## config.mk

```make
export PLATFORM = sky130hd
export DESIGN_NAME = tcc_core_control
export DESIGN_NICKNAME = d
export VERILOG_FILES = /design/src/tcc_core_control.v
export VERILOG_INCLUDE_DIRS = /design/src /design/src/common
export SDC_FILE = /design/constraint.sdc
export NUM_CORES = 1
export LEC_CHECK = 0
export ABC_AREA = 0
export BUFFER_PORTS_ARGS = -buffer_cell sky130_fd_sc_hd__clkbuf_2
export CORE_ASPECT_RATIO = 1.4
export CORE_MARGIN = 3
export CORE_UTILIZATION = 46
export DETAILED_ROUTE_END_ITERATION = 8
export PLACE_DENSITY_LB_ADDON = 0.3
export REMOVE_ABC_BUFFERS = 1
export SYNTH_ARGS = -nofsm -noshare
export SYNTH_HDL_FRONTEND = slang
export SYNTH_SLANG_ARGS = --single-unit
```

## constraint.sdc

```tcl
create_clock -name ref_clk -period 2.2 [get_ports ref_clk]
set_clock_uncertainty 0.05 [all_clocks]
set_input_delay 0.11 -clock ref_clk [delete_from_list [all_inputs] [get_ports ref_clk]]
set_output_delay 0.11 -clock ref_clk [all_outputs]
set_load 0.01 [all_outputs]
```

## src/common/tcc_consts.vh

```
// constants for the timer core control block
`ifndef TCC_CONSTS_VH
`define TCC_CONSTS_VH

// register byte addresses on the bus
`define TCC_ADDR_CTRL        12'h000
`define TCC_ADDR_ROUTE       12'h004
`define TCC_ADDR_CNT_HIGH    12'h008
`define TCC_ADDR_CNT_LOW     12'h00C
`define TCC_ADDR_WRAP_LIMIT  12'h010

// control/status field positions
`define TCC_BIT_WRAP_FLAG    7
`define TCC_BIT_WRAP_IE      6
`define TCC_BIT_HALT         5
`define TCC_BIT_CLEAR        4
`define TCC_SEL_HI           2
`define TCC_SEL_LO           0

// reset values and codes
`define TCC_SEL_EXT          3'h7
`define TCC_SEL_RESET        3'h0
`define TCC_ROUTE_RESET      4'h0
`define TCC_LIMIT_RESET      16'hFFFF
`define TCC_COUNT_ZERO       16'h0000
`define TCC_PRESC_ZERO       6'h00

`endif

```

## src/tcc_core_control.v

```verilog
// timer core control: counter, prescaler, status and request routing
//
// Local design decisions: register access over APB and the register addresses.
`timescale 1ns/1ns
`include "tcc_consts.vh"

module tcc_core_control #(
    parameter CHANNELS = 4,
    parameter PRESC_W  = 6
) (
    // clock and reset
    input  wire        ref_clk,
    input  wire        rst,
    // apb slave
    input  wire        psel,
    input  wire        penable,
    input  wire        pwrite,
    input  wire [11:0] paddr,
    input  wire [31:0] pwdata,
    output wire        pready,
    output reg  [31:0] prdata,
    output wire        pslverr,
    input  wire        dmaAccess,
    // system modes
    input  wire        waitMode,
    input  wire        stopMode,
    input  wire        breakActive,
    input  wire        breakFlagClearEnable,
    // external count clock pin
    input  wire        extClockPin,
    input  wire        portDirectionBit,
    output wire        extPinOe,
    // channel flags from channel logic
    input  wire [3:0]  channelFlag,
    input  wire [3:0]  channelIrqEnable,
    input  wire [3:0]  channelBufferedCapable,
    // requests and status
    output wire [3:0]  channelCpuIrq,
    output wire [3:0]  channelDmaReq,
    output wire        wrapIrq,
    output wire        wakeRequest,
    output wire        countTick,
    output reg  [15:0] countValue
);

    // ==========================================================
    // registers
    reg                wrapFlag;
    reg                wrapIrqEnable;
    reg                counterHalt;
    reg  [2:0]         clockSourceSelect;
    reg  [3:0]         channelRequestRoute;
    reg  [15:0]        wrapLimit;
    reg  [PRESC_W-1:0] prescaler;
    reg                wrapClearArmed;
    reg  [7:0]         lowByteLatch;
    reg                lowLatched;
    reg                extSync1;
    reg                extSync2;
    reg                extPrev;

    // ==========================================================
    // next values
    reg                next_wrapFlag;
    reg                next_wrapClearArmed;
    reg                next_wrapIrqEnable;
    reg                next_counterHalt;
    reg  [2:0]         next_clockSourceSelect;
    reg  [3:0]         next_channelRequestRoute;
    reg  [15:0]        next_wrapLimit;
    reg  [PRESC_W-1:0] next_prescaler;
    reg  [15:0]        next_countValue;
    reg  [7:0]         next_lowByteLatch;
    reg                next_lowLatched;
    reg  [31:0]        next_prdata;
    reg  [3:0]         cpuReq;
    reg  [3:0]         dmaReq;
    integer            ch;

    // ==========================================================
    // bus decode
    function regHit;
        input [11:0] addr;
        input [11:0] offset;
        begin
            regHit = (addr == offset);
        end
    endfunction

    wire access     = psel & penable;
    wire setupPhase = psel & ~penable;
    wire allowed    = ~waitMode | dmaAccess;
    wire wrEn       = access & pwrite & allowed;
    wire rdEn       = access & ~pwrite & allowed;
    wire rdSetup    = setupPhase & ~pwrite;
    wire hitCtrl    = regHit(paddr, `TCC_ADDR_CTRL);
    wire hitRte     = regHit(paddr, `TCC_ADDR_ROUTE);
    wire hitHigh    = regHit(paddr, `TCC_ADDR_CNT_HIGH);
    wire hitLow     = regHit(paddr, `TCC_ADDR_CNT_LOW);
    wire hitLim     = regHit(paddr, `TCC_ADDR_WRAP_LIMIT);
    wire mapped  = hitCtrl | hitRte | hitHigh | hitLow | hitLim;

    assign pready  = 1'b1;
    assign pslverr = access & ~mapped;

    // flag clearing gated in break
    wire clearAllowed = ~breakActive | breakFlagClearEnable;

    // ==========================================================
    // count clock selection
    function ratePulse;
        input [2:0]         sel;
        input [PRESC_W-1:0] p;
        reg   [PRESC_W-1:0] mask;
        begin
            mask = ({PRESC_W{1'b1}} >> (PRESC_W - sel));
            ratePulse = ((p & mask) == mask);
        end
    endfunction

    wire useExt   = (clockSourceSelect == `TCC_SEL_EXT);
    wire extEdge  = extSync2 & ~extPrev;
    wire running  = ~counterHalt & ~stopMode & ~breakActive;
    wire intTick  = ratePulse(clockSourceSelect, prescaler);
    wire tick     = running & (useExt ? extEdge : intTick);
    wire atLimit  = (countValue == wrapLimit);
    wire wrapEvt  = tick & atLimit;
    wire clearCmd = wrEn & hitCtrl & pwdata[`TCC_BIT_CLEAR];

    assign countTick = tick;
    assign extPinOe  = useExt ? 1'b0 : portDirectionBit;

    // ==========================================================
    // synchroniser for the external pin
    always @(posedge ref_clk) begin
        if (rst) begin
            extSync1 <= 1'b0;
            extSync2 <= 1'b0;
            extPrev  <= 1'b0;
        end else begin
            extSync1 <= extClockPin;
            extSync2 <= extSync1;
            extPrev  <= extSync2;
        end
    end

    // ==========================================================
    // prescaler and counter
    always @* begin
        next_prescaler  = prescaler;
        next_countValue = countValue;
        if (clearCmd) begin
            next_prescaler  = `TCC_PRESC_ZERO;
            next_countValue = `TCC_COUNT_ZERO;
        end else begin
            if (running)
                next_prescaler = prescaler + 1'b1;
            if (wrapEvt)
                next_countValue = `TCC_COUNT_ZERO;
            else if (tick)
                next_countValue = countValue + 1'b1;
        end
    end

    always @(posedge ref_clk) begin
        if (rst) begin
            prescaler  <= `TCC_PRESC_ZERO;
            countValue <= `TCC_COUNT_ZERO;
        end else begin
            prescaler  <= next_prescaler;
            countValue <= next_countValue;
        end
    end

    // ==========================================================
    // control and status
    wire flagClear = wrEn & hitCtrl & wrapClearArmed
                     & ~pwdata[`TCC_BIT_WRAP_FLAG] & clearAllowed;
    wire flagArm   = rdEn & hitCtrl & wrapFlag & clearAllowed;

    always @* begin
        next_wrapIrqEnable       = wrapIrqEnable;
        next_counterHalt         = counterHalt;
        next_clockSourceSelect   = clockSourceSelect;
        next_channelRequestRoute = channelRequestRoute;
        next_wrapLimit           = wrapLimit;
        next_wrapFlag            = wrapFlag;
        next_wrapClearArmed      = wrapClearArmed;
        if (wrEn & hitCtrl) begin
            next_wrapIrqEnable     = pwdata[`TCC_BIT_WRAP_IE];
            next_counterHalt       = pwdata[`TCC_BIT_HALT];
            next_clockSourceSelect = pwdata[`TCC_SEL_HI:`TCC_SEL_LO];
        end
        if (wrEn & hitRte)
            next_channelRequestRoute = pwdata[3:0];
        if (wrEn & hitLim)
            next_wrapLimit = pwdata[15:0];
        // set wins; arm holds through break with clear disabled
        if (wrapEvt) begin
            next_wrapFlag       = 1'b1;
            next_wrapClearArmed = 1'b0;
        end else if (flagClear) begin
            next_wrapFlag       = 1'b0;
            next_wrapClearArmed = 1'b0;
        end else if (flagArm) begin
            next_wrapClearArmed = 1'b1;
        end
    end

    always @(posedge ref_clk) begin
        if (rst) begin
            wrapFlag            <= 1'b0;
            wrapClearArmed      <= 1'b0;
            wrapIrqEnable       <= 1'b0;
            counterHalt         <= 1'b1;
            clockSourceSelect   <= `TCC_SEL_RESET;
            channelRequestRoute <= `TCC_ROUTE_RESET;
            wrapLimit           <= `TCC_LIMIT_RESET;
        end else begin
            wrapFlag            <= next_wrapFlag;
            wrapClearArmed      <= next_wrapClearArmed;
            wrapIrqEnable       <= next_wrapIrqEnable;
            counterHalt         <= next_counterHalt;
            clockSourceSelect   <= next_clockSourceSelect;
            channelRequestRoute <= next_channelRequestRoute;
            wrapLimit           <= next_wrapLimit;
        end
    end

    // ==========================================================
    // latched count read
    // taken with the high byte so both halves come from one count
    wire latchTake = rdSetup & allowed & hitHigh & ~lowLatched;

    always @* begin
        next_lowByteLatch = lowByteLatch;
        next_lowLatched   = lowLatched;
        if (clearCmd) begin
            next_lowByteLatch = 8'h00;
            next_lowLatched   = 1'b0;
        end else if (latchTake) begin
            next_lowByteLatch = countValue[7:0];
            next_lowLatched   = 1'b1;
        end else if (rdEn & hitLow) begin
            next_lowLatched   = 1'b0;
        end
    end

    always @(posedge ref_clk) begin
        if (rst) begin
            lowByteLatch <= 8'h00;
            lowLatched   <= 1'b0;
        end else begin
            lowByteLatch <= next_lowByteLatch;
            lowLatched   <= next_lowLatched;
        end
    end

    // ==========================================================
    // read data
    // control byte as read; the clear bit always reads zero
    function [7:0] ctrlByte;
        input       flag;
        input       ie;
        input       halt;
        input [2:0] sel;
        begin
            ctrlByte = {flag, ie, halt, 1'b0, 1'b0, sel};
        end
    endfunction

    always @* begin
        next_prdata = prdata;
        if (rdSetup) begin
            next_prdata = 32'h00000000;
            if (hitCtrl)
                next_prdata[7:0] = ctrlByte(wrapFlag, wrapIrqEnable,
                                            counterHalt, clockSourceSelect);
            else if (hitRte)
                next_prdata[3:0] = channelRequestRoute;
            else if (hitHigh)
                next_prdata[7:0] = countValue[15:8];
            else if (hitLow)
                next_prdata[7:0] = lowLatched ? lowByteLatch
                                              : countValue[7:0];
            else if (hitLim)
                next_prdata[15:0] = wrapLimit;
        end
    end

    always @(posedge ref_clk) begin
        if (rst)
            prdata <= 32'h00000000;
        else
            prdata <= next_prdata;
    end

    // ==========================================================
    // channel request routing to cpu or dma
    always @* begin
        cpuReq = 4'h0;
        dmaReq = 4'h0;
        for (ch = 0; ch < CHANNELS; ch = ch + 1) begin
            if (channelFlag[ch] & channelIrqEnable[ch]) begin
                if (channelRequestRoute[ch])
                    dmaReq[ch] = ~channelBufferedCapable[ch];
                else
                    cpuReq[ch] = 1'b1;
            end
        end
    end

    assign channelCpuIrq = cpuReq;
    assign channelDmaReq = dmaReq;

    // ==========================================================
    // interrupt and wake
    assign wrapIrq       = wrapFlag & wrapIrqEnable;
    assign wakeRequest   = waitMode & (wrapIrq | (|channelCpuIrq));

endmodule // tcc_core_control

```

==> impl_metrics.tcl, run 1 <==
set metrics [dict create \
    worstSkewPairLatency_ps 340 \
    vias 4074 \
    drcViolationCount 0 \
    p_sw_share_pct 23.6 \
    htreeDepth 3 \
    antenna_cells 0 \
    cts_tree "built" \
    nNetsFinal 677 \
    min_period_over_period_pct 105 \
    worst-path-buf-inv 3 \
    drive_gt1_share_pct 31.1 \
    synth_top_family_by_area "simple AND/OR/NAND/NOR gates" \
    crit_chain "ha_4, inv_2, ha_4, o21ai_2, a22oi_2, a31oi_4, buf_12, buf_8, or4_4, a21oi_2" \
    endpoint_kind "flop" \
    switchingPower_uw 707 \
    stdcell_area_sq_um 5450 \
    seqPwrFrac_pct 46.8 \
    leakagePower_nw 2.25 \
    r2r_start "clockSourceSelect[0]$_SDFFE_PP0P_" \
    max_clock_freq_mhz 434 \
    yosys.area_share.simple_pct 22.5 \
    rr_endpoint "countValue[9]$_SDFFE_PP0P_" \
    viasPerCell 5.74 \
    cp_max_fo 6 \
    grtUsageTotal_pct 24.1 \
    synth_area_leader_cell "dfxtp_1" \
    hold_viol 0 \
    first_pass_iters 5 \
    power_mw 3.00 \
    setup_viol 9 \
    io_pins 130 \
    wl_mm 12.0 \
    async_flop_share_pct 0 \
    cp.arrival_ps 2530 \
    core-area_sq_um 8300 \
    place_inst 666 \
    antenna_found_initial 0 \
    layout_setup_ws_ps -106 \
    yosys.area.top_type_share_pct 38.7 \
    synth_compound_area_share_pct 19.2 \
    final_util_pct 65.7 \
    hold_slack_ps 104 \
    worst-r2r-setup-slack_ps -110 \
    ys_top_cells_by_area "dfxtp_1 (39%), mux2i_1 (5.3%), a21oi_1 (4.4%)" \
    synth_mux_area_share_pct 5.56 \
    syn_avg_cell_area_sq_um 8.53 \
    grt_pass1_wl_mm 18.6 \
    relSlewSlack_pct 58.0 \
    finalMaxSlewViolations 0 \
    ir_drop_mv 0.407 \
    start_util_pct 48.0 \
    grt_max_degree 47 \
    cp-start-kind "flop" \
    setup_tns_ps -436 \
    violations "setup timing" \
    cts_sinks 77 \
    grt_pass1_vias 3818 \
    rows 39 \
    ys_ff_latch 77 \
    synth_xor_area_share_pct 4.84 \
    power.share.clock_pct 45.5 \
    synthesis.area_sq_um 3980 \
    p_int_mw 2.29 \
    layout.cells.non_filler 710 \
    maxCapViolCount 0 \
    comb_power_share_pct 7.8 \
    synth_edf_count 0 \
    placed_area_sq_um 4670 \
    min_period_ps 2310 \
    cp_top_family "compound AO/OA/AOI/OAI gates" \
    critical_path_depth 10 \
    cpPeakStageDelay_ps 480 \
    ant_nets 0 \
    ys_warn_count 0 \
    worstSetupPathType "reg -> reg" \
    worst_slew_pin_slew_ps 626 \
    cts_max_path_buffers 2 \
    power.density_nw_per_um2 551 \
    synth-adder-area-share_pct 1.88 \
    clock-root-buffer "clkbuf_16" \
    gp_congestion 0.881 \
    path_common_cell "ha_4" \
    port-buffer-count 96 \
    netlist_instances 467 \
    die_h_um 116 \
    rr_worst_depth 10 \
    worstHoldPathType "in -> reg" \
    post_drt_wl_per_cell_um 17.0 \
    crit_end "countValue[9]$_SDFFE_PP0P_" \
    cp_slowest_cell "or4_4" \
    dp_hpwl_mm 8.49 \
    startpoint "clockSourceSelect[0]$_SDFFE_PP0P_" \
    rsz0062_at_grt "true" \
    detail_route.iter0.violations 234 \
    area_delta_synth_final_pct 36.8 \
    ys_dominant_reg_cell "dfxtp_1" \
    grt.overflow.total 0 \
    synth_seq_area_share_pct 38.7 \
    path_clk_slew_ps 60 \
    numCtsBuffers 9 \
    die_area_sq_um 9830 \
    synth_cell_types 48 \
    cp.required_ps 2420 \
    preCtsSetupSlack_ps -200 \
    die-width_um 84.7 \
    status "finished with violations" \
]
power groups by stage:
stage               registers (mW)  logic (mW)  clock network, mW
floorplan                     1.44      0.0765                  0
global placement              1.44       0.197                  0
detailed placement            1.44       0.198                  0
CTS                           1.41       0.224               1.38
global route                  1.40       0.255               1.43
finish                        1.40       0.233               1.36
synth_stat cells, types with 7 or more instances:
cell       n
a21oi_1   35
a211o_1   16
a22oi_1    9
xor2_1    20
nor2b_1   20
mux2i_1   21
nor2_1    43
nand4_1   10
dfxtp_1   77
or4_1      9
buf_4     17
clkbuf_1  23
nand2_1   22
inv_1      9
o31ai_1    7
or3_1     10
nand3_1   16
o21ai_0   16
worst min-delay path: cells and delay by family:
family | cells | cell delay (ps)
buffers and inverters | 1 | 90
and+or+nand+nor | 2 | 190
AOI/OAI and AO/OA | 1 | 50
cell usage in the layout (no fill, tap or decap), drive strengths merged, types with 4 or more instances in the layout:
cell           n
clkbuf       106
dfxtp         77
nor2          43
buf           42
a21oi         35
nand2         22
mux2i         21
xor2          20
nor2b         20
conb          17
dlygate4sd3   17
nand3         16
a211o         16
o21ai         16
or4           11
nand4         10
or3           10
inv            9
a22oi          9
o31ai          7
nor3b          6
a21o           6
nor4           6
ha             6
and2           5
nor3           5
nand2b         4
and3           4
a211oi         4
o211ai         4
clkinv         4
kinds of logic (layout without fill, tap and decap cells):
| group | after synthesis | count (layout) |
|---|---|---|
| adder cells (fa/ha/maj) | 6 | 6 |
| multiplexers | 22 | 22 |
| AND/OR/NAND/NOR | 168 | 168 |
| other | 2 | 17 |
| flip-flops | 77 | 77 |
| XOR/XNOR | 22 | 22 |
| AO/OA/AOI/OAI | 115 | 115 |
| buffers and inverters | 55 | 181 |
layer usage:
layer | vias up | track usage (%) | share of wire (%)
met1 | 1922 | 28.9 | 40
met4 | 0 | 12.6 | 3.1
met3 | 37 | 2.89 | 5.2
li1 | 1929 | - | -
met2 | 186 | 42.2 | 52
met5 | - | 0 | 0
worst min path at each step:
stage	cells after the start	slack [ps]	start	to
finish	4	100	stopMode	prescaler[1]$_SDFFE_PP0P_
global route	4	130	stopMode	prescaler[1]$_SDFFE_PP0P_
CTS	4	100	stopMode	prescaler[1]$_SDFFE_PP0P_
detailed placement	2	270	pwdata[11]	wrapLimit[11]$_SDFFE_PP1P_
global placement	2	270	pwdata[11]	wrapLimit[11]$_SDFFE_PP1P_
floorplan	1	130	rst	clockSourceSelect[0]$_SDFFE_PP0P_
final cells by class:
type                            count  area [sq um]
Fill cell                         685          2850
Multi-Input combinational cell    350          2380
Sequential cell                    77          1550
Timing Repair Buffer              156          1070
Clock buffer                       10           239
Tap cell                          102           128
Clock inverter                      6          38.8
Inverter                            9          33.8
state kept, by name, indices dropped and copies added (netlist names), 3 cells and up:
| register | cells |
|---|---|
| prescaler | 6 |
| prdata | 16 |
| clockSourceSelect | 3 |
| wrapLimit | 16 |
| countValue | 16 |
| lowByteLatch | 8 |
| channelRequestRoute | 4 |
repair_timing:
action	4_1_cts	5_1_grt
gates cloned	2	1
pin swaps	22	15
hold endpoints to repair	19	0
resized for setup	27	20
hold buffers	17	0
buffers inserted	10	0
setup endpoints to repair	17	17
Note: power is estimated with default switching activity, not from simulation.
==> inputs of run 2 (changes only) <==
Settings changed: ABC_AREA 0 to 1, CORE_UTILIZATION 46 to 47.
==> run 2 against run 1 <==
The flow now finishes without violations. Sequential power is essentially flat. Final cell count grew 22%. Flip-flop and latch count is the same. Area after synthesis grew 12%. First-iteration DRC count shrank 3.4%. Setup slack gained 220 ps. Non-clock buffer count shrank 36. Via count grew 11%. Final area shrank 0.64%. Count of clock-buffer cells in the layout grew 1. Clock power grew 12%. Largest cell class unchanged.
==> impl_metrics.tcl, run 2 <==
set metrics [dict create \
    status "finished clean" \
    worstSetupPathType "reg -> out" \
    seq_area_sq_um 1550 \
    viasPerCell 5.20 \
    multi_input_area_sq_um 2430 \
    layout.cells.non_filler 866 \
    cp_slowest_cell "dfxtp_4" \
    cpPeakStageDelay_ps 370 \
    hold_viol 0 \
    min_period_over_period_pct 94.8 \
    rows 41 \
    grt.overflow.total 0 \
    numCtsBuffers 9 \
    ys_ff_latch 77 \
    htreeDepth 3 \
    power_mw 3.15 \
    cp-start-kind "flop" \
    ys_dominant_reg_cell "dfxtp_1" \
    final_common_cell "nand2_1" \
    worst_slew_pin_slew_ps 591 \
    ys_top_cells_by_area "dfxtp_1 (35%), nand2_1 (12%), nand3_1 (8.0%)" \
    placed_area_sq_um 4960 \
    worstSkewPairLatency_ps 340 \
    dp_hpwl_mm 9.43 \
    cts_sinks 77 \
    first_pass_iters 5 \
    gp_congestion 0.856 \
    synth.most_common_cell "nand2_1" \
    vias 4503 \
    cts_max_path_buffers 2 \
    highest_layer "met4" \
    synthesis.area_sq_um 4450 \
    drcViolationCount 0 \
    post_drt_wl_per_cell_um 14.4 \
    leakagePower_nw 2.45 \
    die_h_um 121 \
    cp_max_fo 5 \
    cp.arrival_ps 1930 \
    detail_route.iter0.violations 226 \
    synth_common_cells "nand2_1 (144), dfxtp_1 (77), inv_1 (75)" \
    stdcell_area_sq_um 5410 \
    synth_area_leader_cell "dfxtp_1" \
    wl_met3_um 759 \
    synth_seq_area_share_pct 34.6 \
    cp.required_ps 2040 \
    yosys.area.top_type_share_pct 34.6 \
    grt_max_degree 29 \
    wl_met2_mm 6.18 \
    maxCapViolCount 0 \
    synth_edf_count 0 \
    async_flop_share_pct 0 \
    nNetsFinal 828 \
    antenna_cells 0 \
    die-width_um 88.2 \
    syn_avg_cell_area_sq_um 6.87 \
    port-buffer-count 96 \
    power.density_nw_per_um2 581 \
    rsz0062_at_grt "false" \
    ir_drop_mv 0.376 \
    core-area_sq_um 9130 \
    wl_mm 12.5 \
    finalMaxSlewViolations 0 \
    min_period_ps 2090 \
    place_inst 838 \
    synth_cell_types 35 \
    max_clock_freq_mhz 479 \
    path_clk_slew_ps 60 \
    layout_setup_ws_ps 114 \
    area_delta_synth_final_pct 21.6 \
    worstHoldPathType "in -> reg" \
    antenna_found_initial 0 \
    endpoint_kind "output port" \
    setup_viol 0 \
    io_pins 130 \
    drive_gt1_share_pct 22.0 \
    ant_nets 0 \
    ys_warn_count 0 \
    grt_pass1_vias 4165 \
    layout_common_cells "nand2_1 (144), clkbuf_2 (96), inv_1 (75), dfxtp_1 (75), nand3_1 (71)" \
    wl_met1_mm 5.28 \
    setup_tns_ps 0 \
    start_util_pct 48.7 \
    grt_pass1_wl_mm 19.8 \
    fillCellCount 856 \
    cts_tree "built" \
    grtUsageTotal_pct 23.7 \
    netlist_instances 648 \
    preCtsSetupSlack_ps 97.3 \
    reg.largest.list "countValue: 16 flops, prdata: 16 flops, wrapLimit: 16 flops" \
    hold_slack_ps 11.4 \
    die_area_sq_um 10700 \
    relSlewSlack_pct 60.5 \
    crit_chain "ha_1, inv_1, ha_4, o21ai_0, nand2_1, nand4_1, a21oi_2, buf_6, clkbuf_2" \
    final_util_pct 59.3 \
    clock-root-buffer "clkbuf_16" \
]
## run 2: cell types whose count changed in the layout (fill, tap and decap cells not counted), moves of 12 or more
| cell | change |
|---|---|
| nand3_1 | +55 |
| a211o_1 | -16 |
| buf_4 | -22 |
| a21oi_1 | +13 |
| nor2b_1 | -20 |
| nor2_1 | +12 |
| o21ai_0 | +13 |
| nor2_2 | +17 |
| inv_1 | +67 |
| mux2i_1 | -20 |
| nand2_1 | +122 |
## run 2: area by class of cell
cell class,instances,area share [%]
inverters,80,5.55
repair buffers,120,12.8
flip-flops and latches,77,28.6
multi-input cells,466,44.9
well taps,107,2.47
clock buffers,11,4.67
clock inverters,5,1.09
## run 2: cells by family after synthesis
kind of cell | Yosys count | share of synthesized area (%)
compound gates | 80 | 9.70
xor+xnor | 33 | 6.49
fa+ha+maj | 6 | 1.69
buf+inv | 120 | 12.4
flops | 77 | 34.6
mux | 1 | 0.225
other cells | 2 | 0.169
simple gates | 329 | 34.7
## run 2: final timing paths
check	startpoint	end	slack (ps)	depth (start not counted)
max reg2reg	clockSourceSelect[1]$_SDFFE_PP0P_	countValue[9]$_SDFFE_PP0P_	200	13
min reg2reg	extSync1$_SDFF_PP0_	extSync2$_SDFF_PP0_	370	2
min	pwdata[0]	wrapLimit[0]$_SDFFE_PP1P_	10	3
max	clockSourceSelect[1]$_SDFFE_PP0P_	countTick	110	9
## run 2: timing repair
item                                    CTS  global route
buffers inserted                          1             0
hold buffers                             11             0
pin swaps                                 1             1
gates resized for setup                   2             4
endpoints found under the setup margin    1            12
endpoints found under the hold margin    13             0
## run 2: critical path, delay by kind of cell, from the launching register on
kind / cells / cell delay (ps)
AO/OA/AOI/OAI: 2 / 280
adder cells (fa/ha/maj): 2 / 420
buffers and inverters: 3 / 340
flip-flops: 1 / 370
AND/OR/NAND/NOR: 2 / 190
## run 2: report_power, final
part / total [mW] / switching, mW / internal [mW]
Combinational: 0.210 / 0.131 / 0.0793
Clock: 1.53 / 0.594 / 0.940
Sequential: 1.40 / 0.00404 / 1.40
## run 2: per-layer routing
| metal | vias to the layer above | GRT usage, % |
|---|---|---|
| met4 | 0 | 7.84 |
| met1 | 2056 | 29.3 |
| li1 | 2253 | - |
| met2 | 172 | 40.7 |
| met3 | 22 | 4.35 |
| met5 | - | 0 |
==> inputs of run 3 (changes only) <==
Settings changed: PLACE_DENSITY_LB_ADDON 0.3 to 0.15.
==> run 3 against run 2 <==
Total power down 3.0%. Routed wire length is 0.55% lower. Non-clock buffer count rose by 1. Critical endpoint unchanged. Count of clock-buffer cells in the layout fell by 1. Flip-flop and latch count is the same. Clock power is 6% lower. Final cell count decreased by 0.12%. Hold slack got worse by 6.3 ps. Critical path depth stayed put. Global-route usage about the same.
==> impl_metrics.tcl, run 3 (same netlist as run 2, synthesis figures left out) <==
set metrics [dict create \
    die-width_um 88.2 \
    startpoint "clockSourceSelect[0]$_SDFFE_PP0P_" \
    nNetsFinal 829 \
    io_pins 130 \
    worst_slew_pin_slew_ps 584 \
    port-buffer-count 96 \
    drive_gt1_share_pct 21.6 \
    cp.required_ps 2040 \
    worst-r2r-setup-slack_ps 190 \
    cts_tree "built" \
    power.density_nw_per_um2 567 \
    path_clk_slew_ps 60 \
    cts_max_path_buffers 2 \
    die_area_sq_um 10700 \
    holdPathEnd "wrapLimit[7]$_SDFFE_PP1P_" \
    die_h_um 121 \
    layout.cells.non_filler 865 \
    rsz0062_at_grt "false" \
    cp.arrival_ps 1930 \
    setup_tns_ps 0 \
    crit_chain "ha_1, inv_1, ha_4, o21ai_0, nand2_1, nand4_1, a21oi_2, buf_6, buf_4" \
    final_common_cell "nand2_1" \
    cp_max_fo 4 \
    cp_slowest_cell "dfxtp_2" \
    min_period_over_period_pct 95.0 \
    relSlewSlack_pct 61.0 \
    cp_top_family "adder cells" \
    cpPeakStageDelay_ps 350 \
    hold_viol 0 \
    rows 41 \
    grt_max_degree 29 \
    place_inst 838 \
    stdcell_area_sq_um 5390 \
    min_from "pwdata[7]" \
    leakagePower_nw 2.44 \
    worstHoldPathType "in -> reg" \
    wl_mm 12.4 \
    start_util_pct 48.7 \
    reg.largest.list "countValue: 16 flops, prdata: 16 flops, wrapLimit: 16 flops" \
    setup_viol 0 \
    drcViolationCount 0 \
    grt_pass1_vias 3996 \
    maxCapViolCount 0 \
    ir_drop_mv 0.442 \
    clock-root-buffer "clkbuf_16" \
    min_period_ps 2090 \
    post_drt_wl_per_cell_um 14.3 \
    endpoint_kind "output port" \
    gp_congestion 0.905 \
    grt_pass1_wl_mm 19.5 \
    layout_common_cells "nand2_1 (144), clkbuf_2 (95), dfxtp_1 (76)" \
    vias 4429 \
    core-area_sq_um 9130 \
    status "finished clean" \
    antenna_cells 0 \
    cp-start-kind "flop" \
    viasPerCell 5.12 \
    worstSkewPairLatency_ps 340 \
    first_pass_iters 5 \
    grt.overflow.total 0 \
    grtUsageTotal_pct 23.7 \
    antenna_found_initial 0 \
    worst-path-buf-inv 3 \
    finalMaxSlewViolations 0 \
    htreeDepth 3 \
    rr_worst_depth 13 \
    placed_area_sq_um 4960 \
    numCtsBuffers 9 \
    cts_sinks 77 \
    ant_nets 0 \
    max_clock_freq_mhz 479 \
    worstSetupPathType "reg -> out" \
    area_delta_synth_final_pct 21.1 \
    detail_route.iter0.violations 340 \
    dp_hpwl_mm 9.18 \
    min_path_cells 3 \
    r2r_start "clockSourceSelect[0]$_SDFFE_PP0P_" \
    rr_endpoint "countValue[1]$_SDFFE_PP0P_" \
]
-- run 3: cell types whose count changed in the layout (fill, tap and decap cells not counted), sizes merged --
cell / delta
buf: +2
clkbuf: -2
clkinvlp: -1
-- run 3: routing by layer --
metal | wire length, um | vias up | track usage, % | part of all wire, %
met5 | 0 | - | 0 | 0
met4 | 336 | 0 | 9.07 | 2.7
met3 | 727 | 26 | 4.14 | 5.9
met2 | 6010 | 167 | 39.0 | 48
met1 | 5320 | 1982 | 30.6 | 43
li1 | - | 2254 | - | -
-- run 3: final cells by class --
cell class / count / area, sq um
fill: 873 / 3740
multi-input combinational: 466 / 2430
sequential: 77 / 1540
timing repair buffer: 121 / 702
inverter: 80 / 300
clock buffer: 10 / 229
tap: 107 / 134
clock inverter: 4 / 51.3
-- run 3: through the flow --
stage / util [%] / worst slack, ps / hold slack (ps) / power (mW)
2_1_floorplan: - / 40.0 / 129 / 1.53
3_5_place_dp: 54.3 / 111 / 281 / 1.63
3_3_place_gp: 54.3 / 213 / 289 / 1.62
5_1_grt: 59.0 / 24.7 / 35.9 / 3.16
4_1_cts: 58.8 / 30.4 / 1.58 / 3.08
6_report: 59.0 / 111 / 5.02 / 3.06
-- run 3: how the worst max path moves through the flow --
stage / to / slack, ps / cells past startpoint
5_1_grt: countTick / 20 / 9
2_1_floorplan: countValue[0]$_SDFFE_PP0P_ / 40 / 10
3_5_place_dp: countValue[13]$_SDFFE_PP0P_ / 110 / 11
6_report: countTick / 110 / 9
3_3_place_gp: countValue[13]$_SDFFE_PP0P_ / 210 / 11
4_1_cts: countTick / 30 / 9
-- run 3: timing repair --
item | in CTS | in global routing
endpoints found under the hold margin | 12 | 0
gates resized for setup | 1 | 6
setup buffers | 2 | 0
pin swaps | 0 | 2
endpoints found under the setup margin | 1 | 17
hold buffers | 11 | 0
-- run 3: worst register-to-register path, delay by kind of cell, from the launching register on --
kind | cells | cell delay [ps]
adder cells (fa/ha/maj) | 2 | 430
buffers and inverters | 4 | 420
AND/OR/NAND/NOR | 5 | 400
flip-flops | 1 | 350
AO/OA/AOI/OAI | 2 | 300
-- run 3: report_power, final --
group | internal (mW) | switching [mW] | total (mW)
clock | 0.866 | 0.577 | 1.44
sequential | 1.40 | 0.00390 | 1.41
combinational | 0.0770 | 0.130 | 0.207
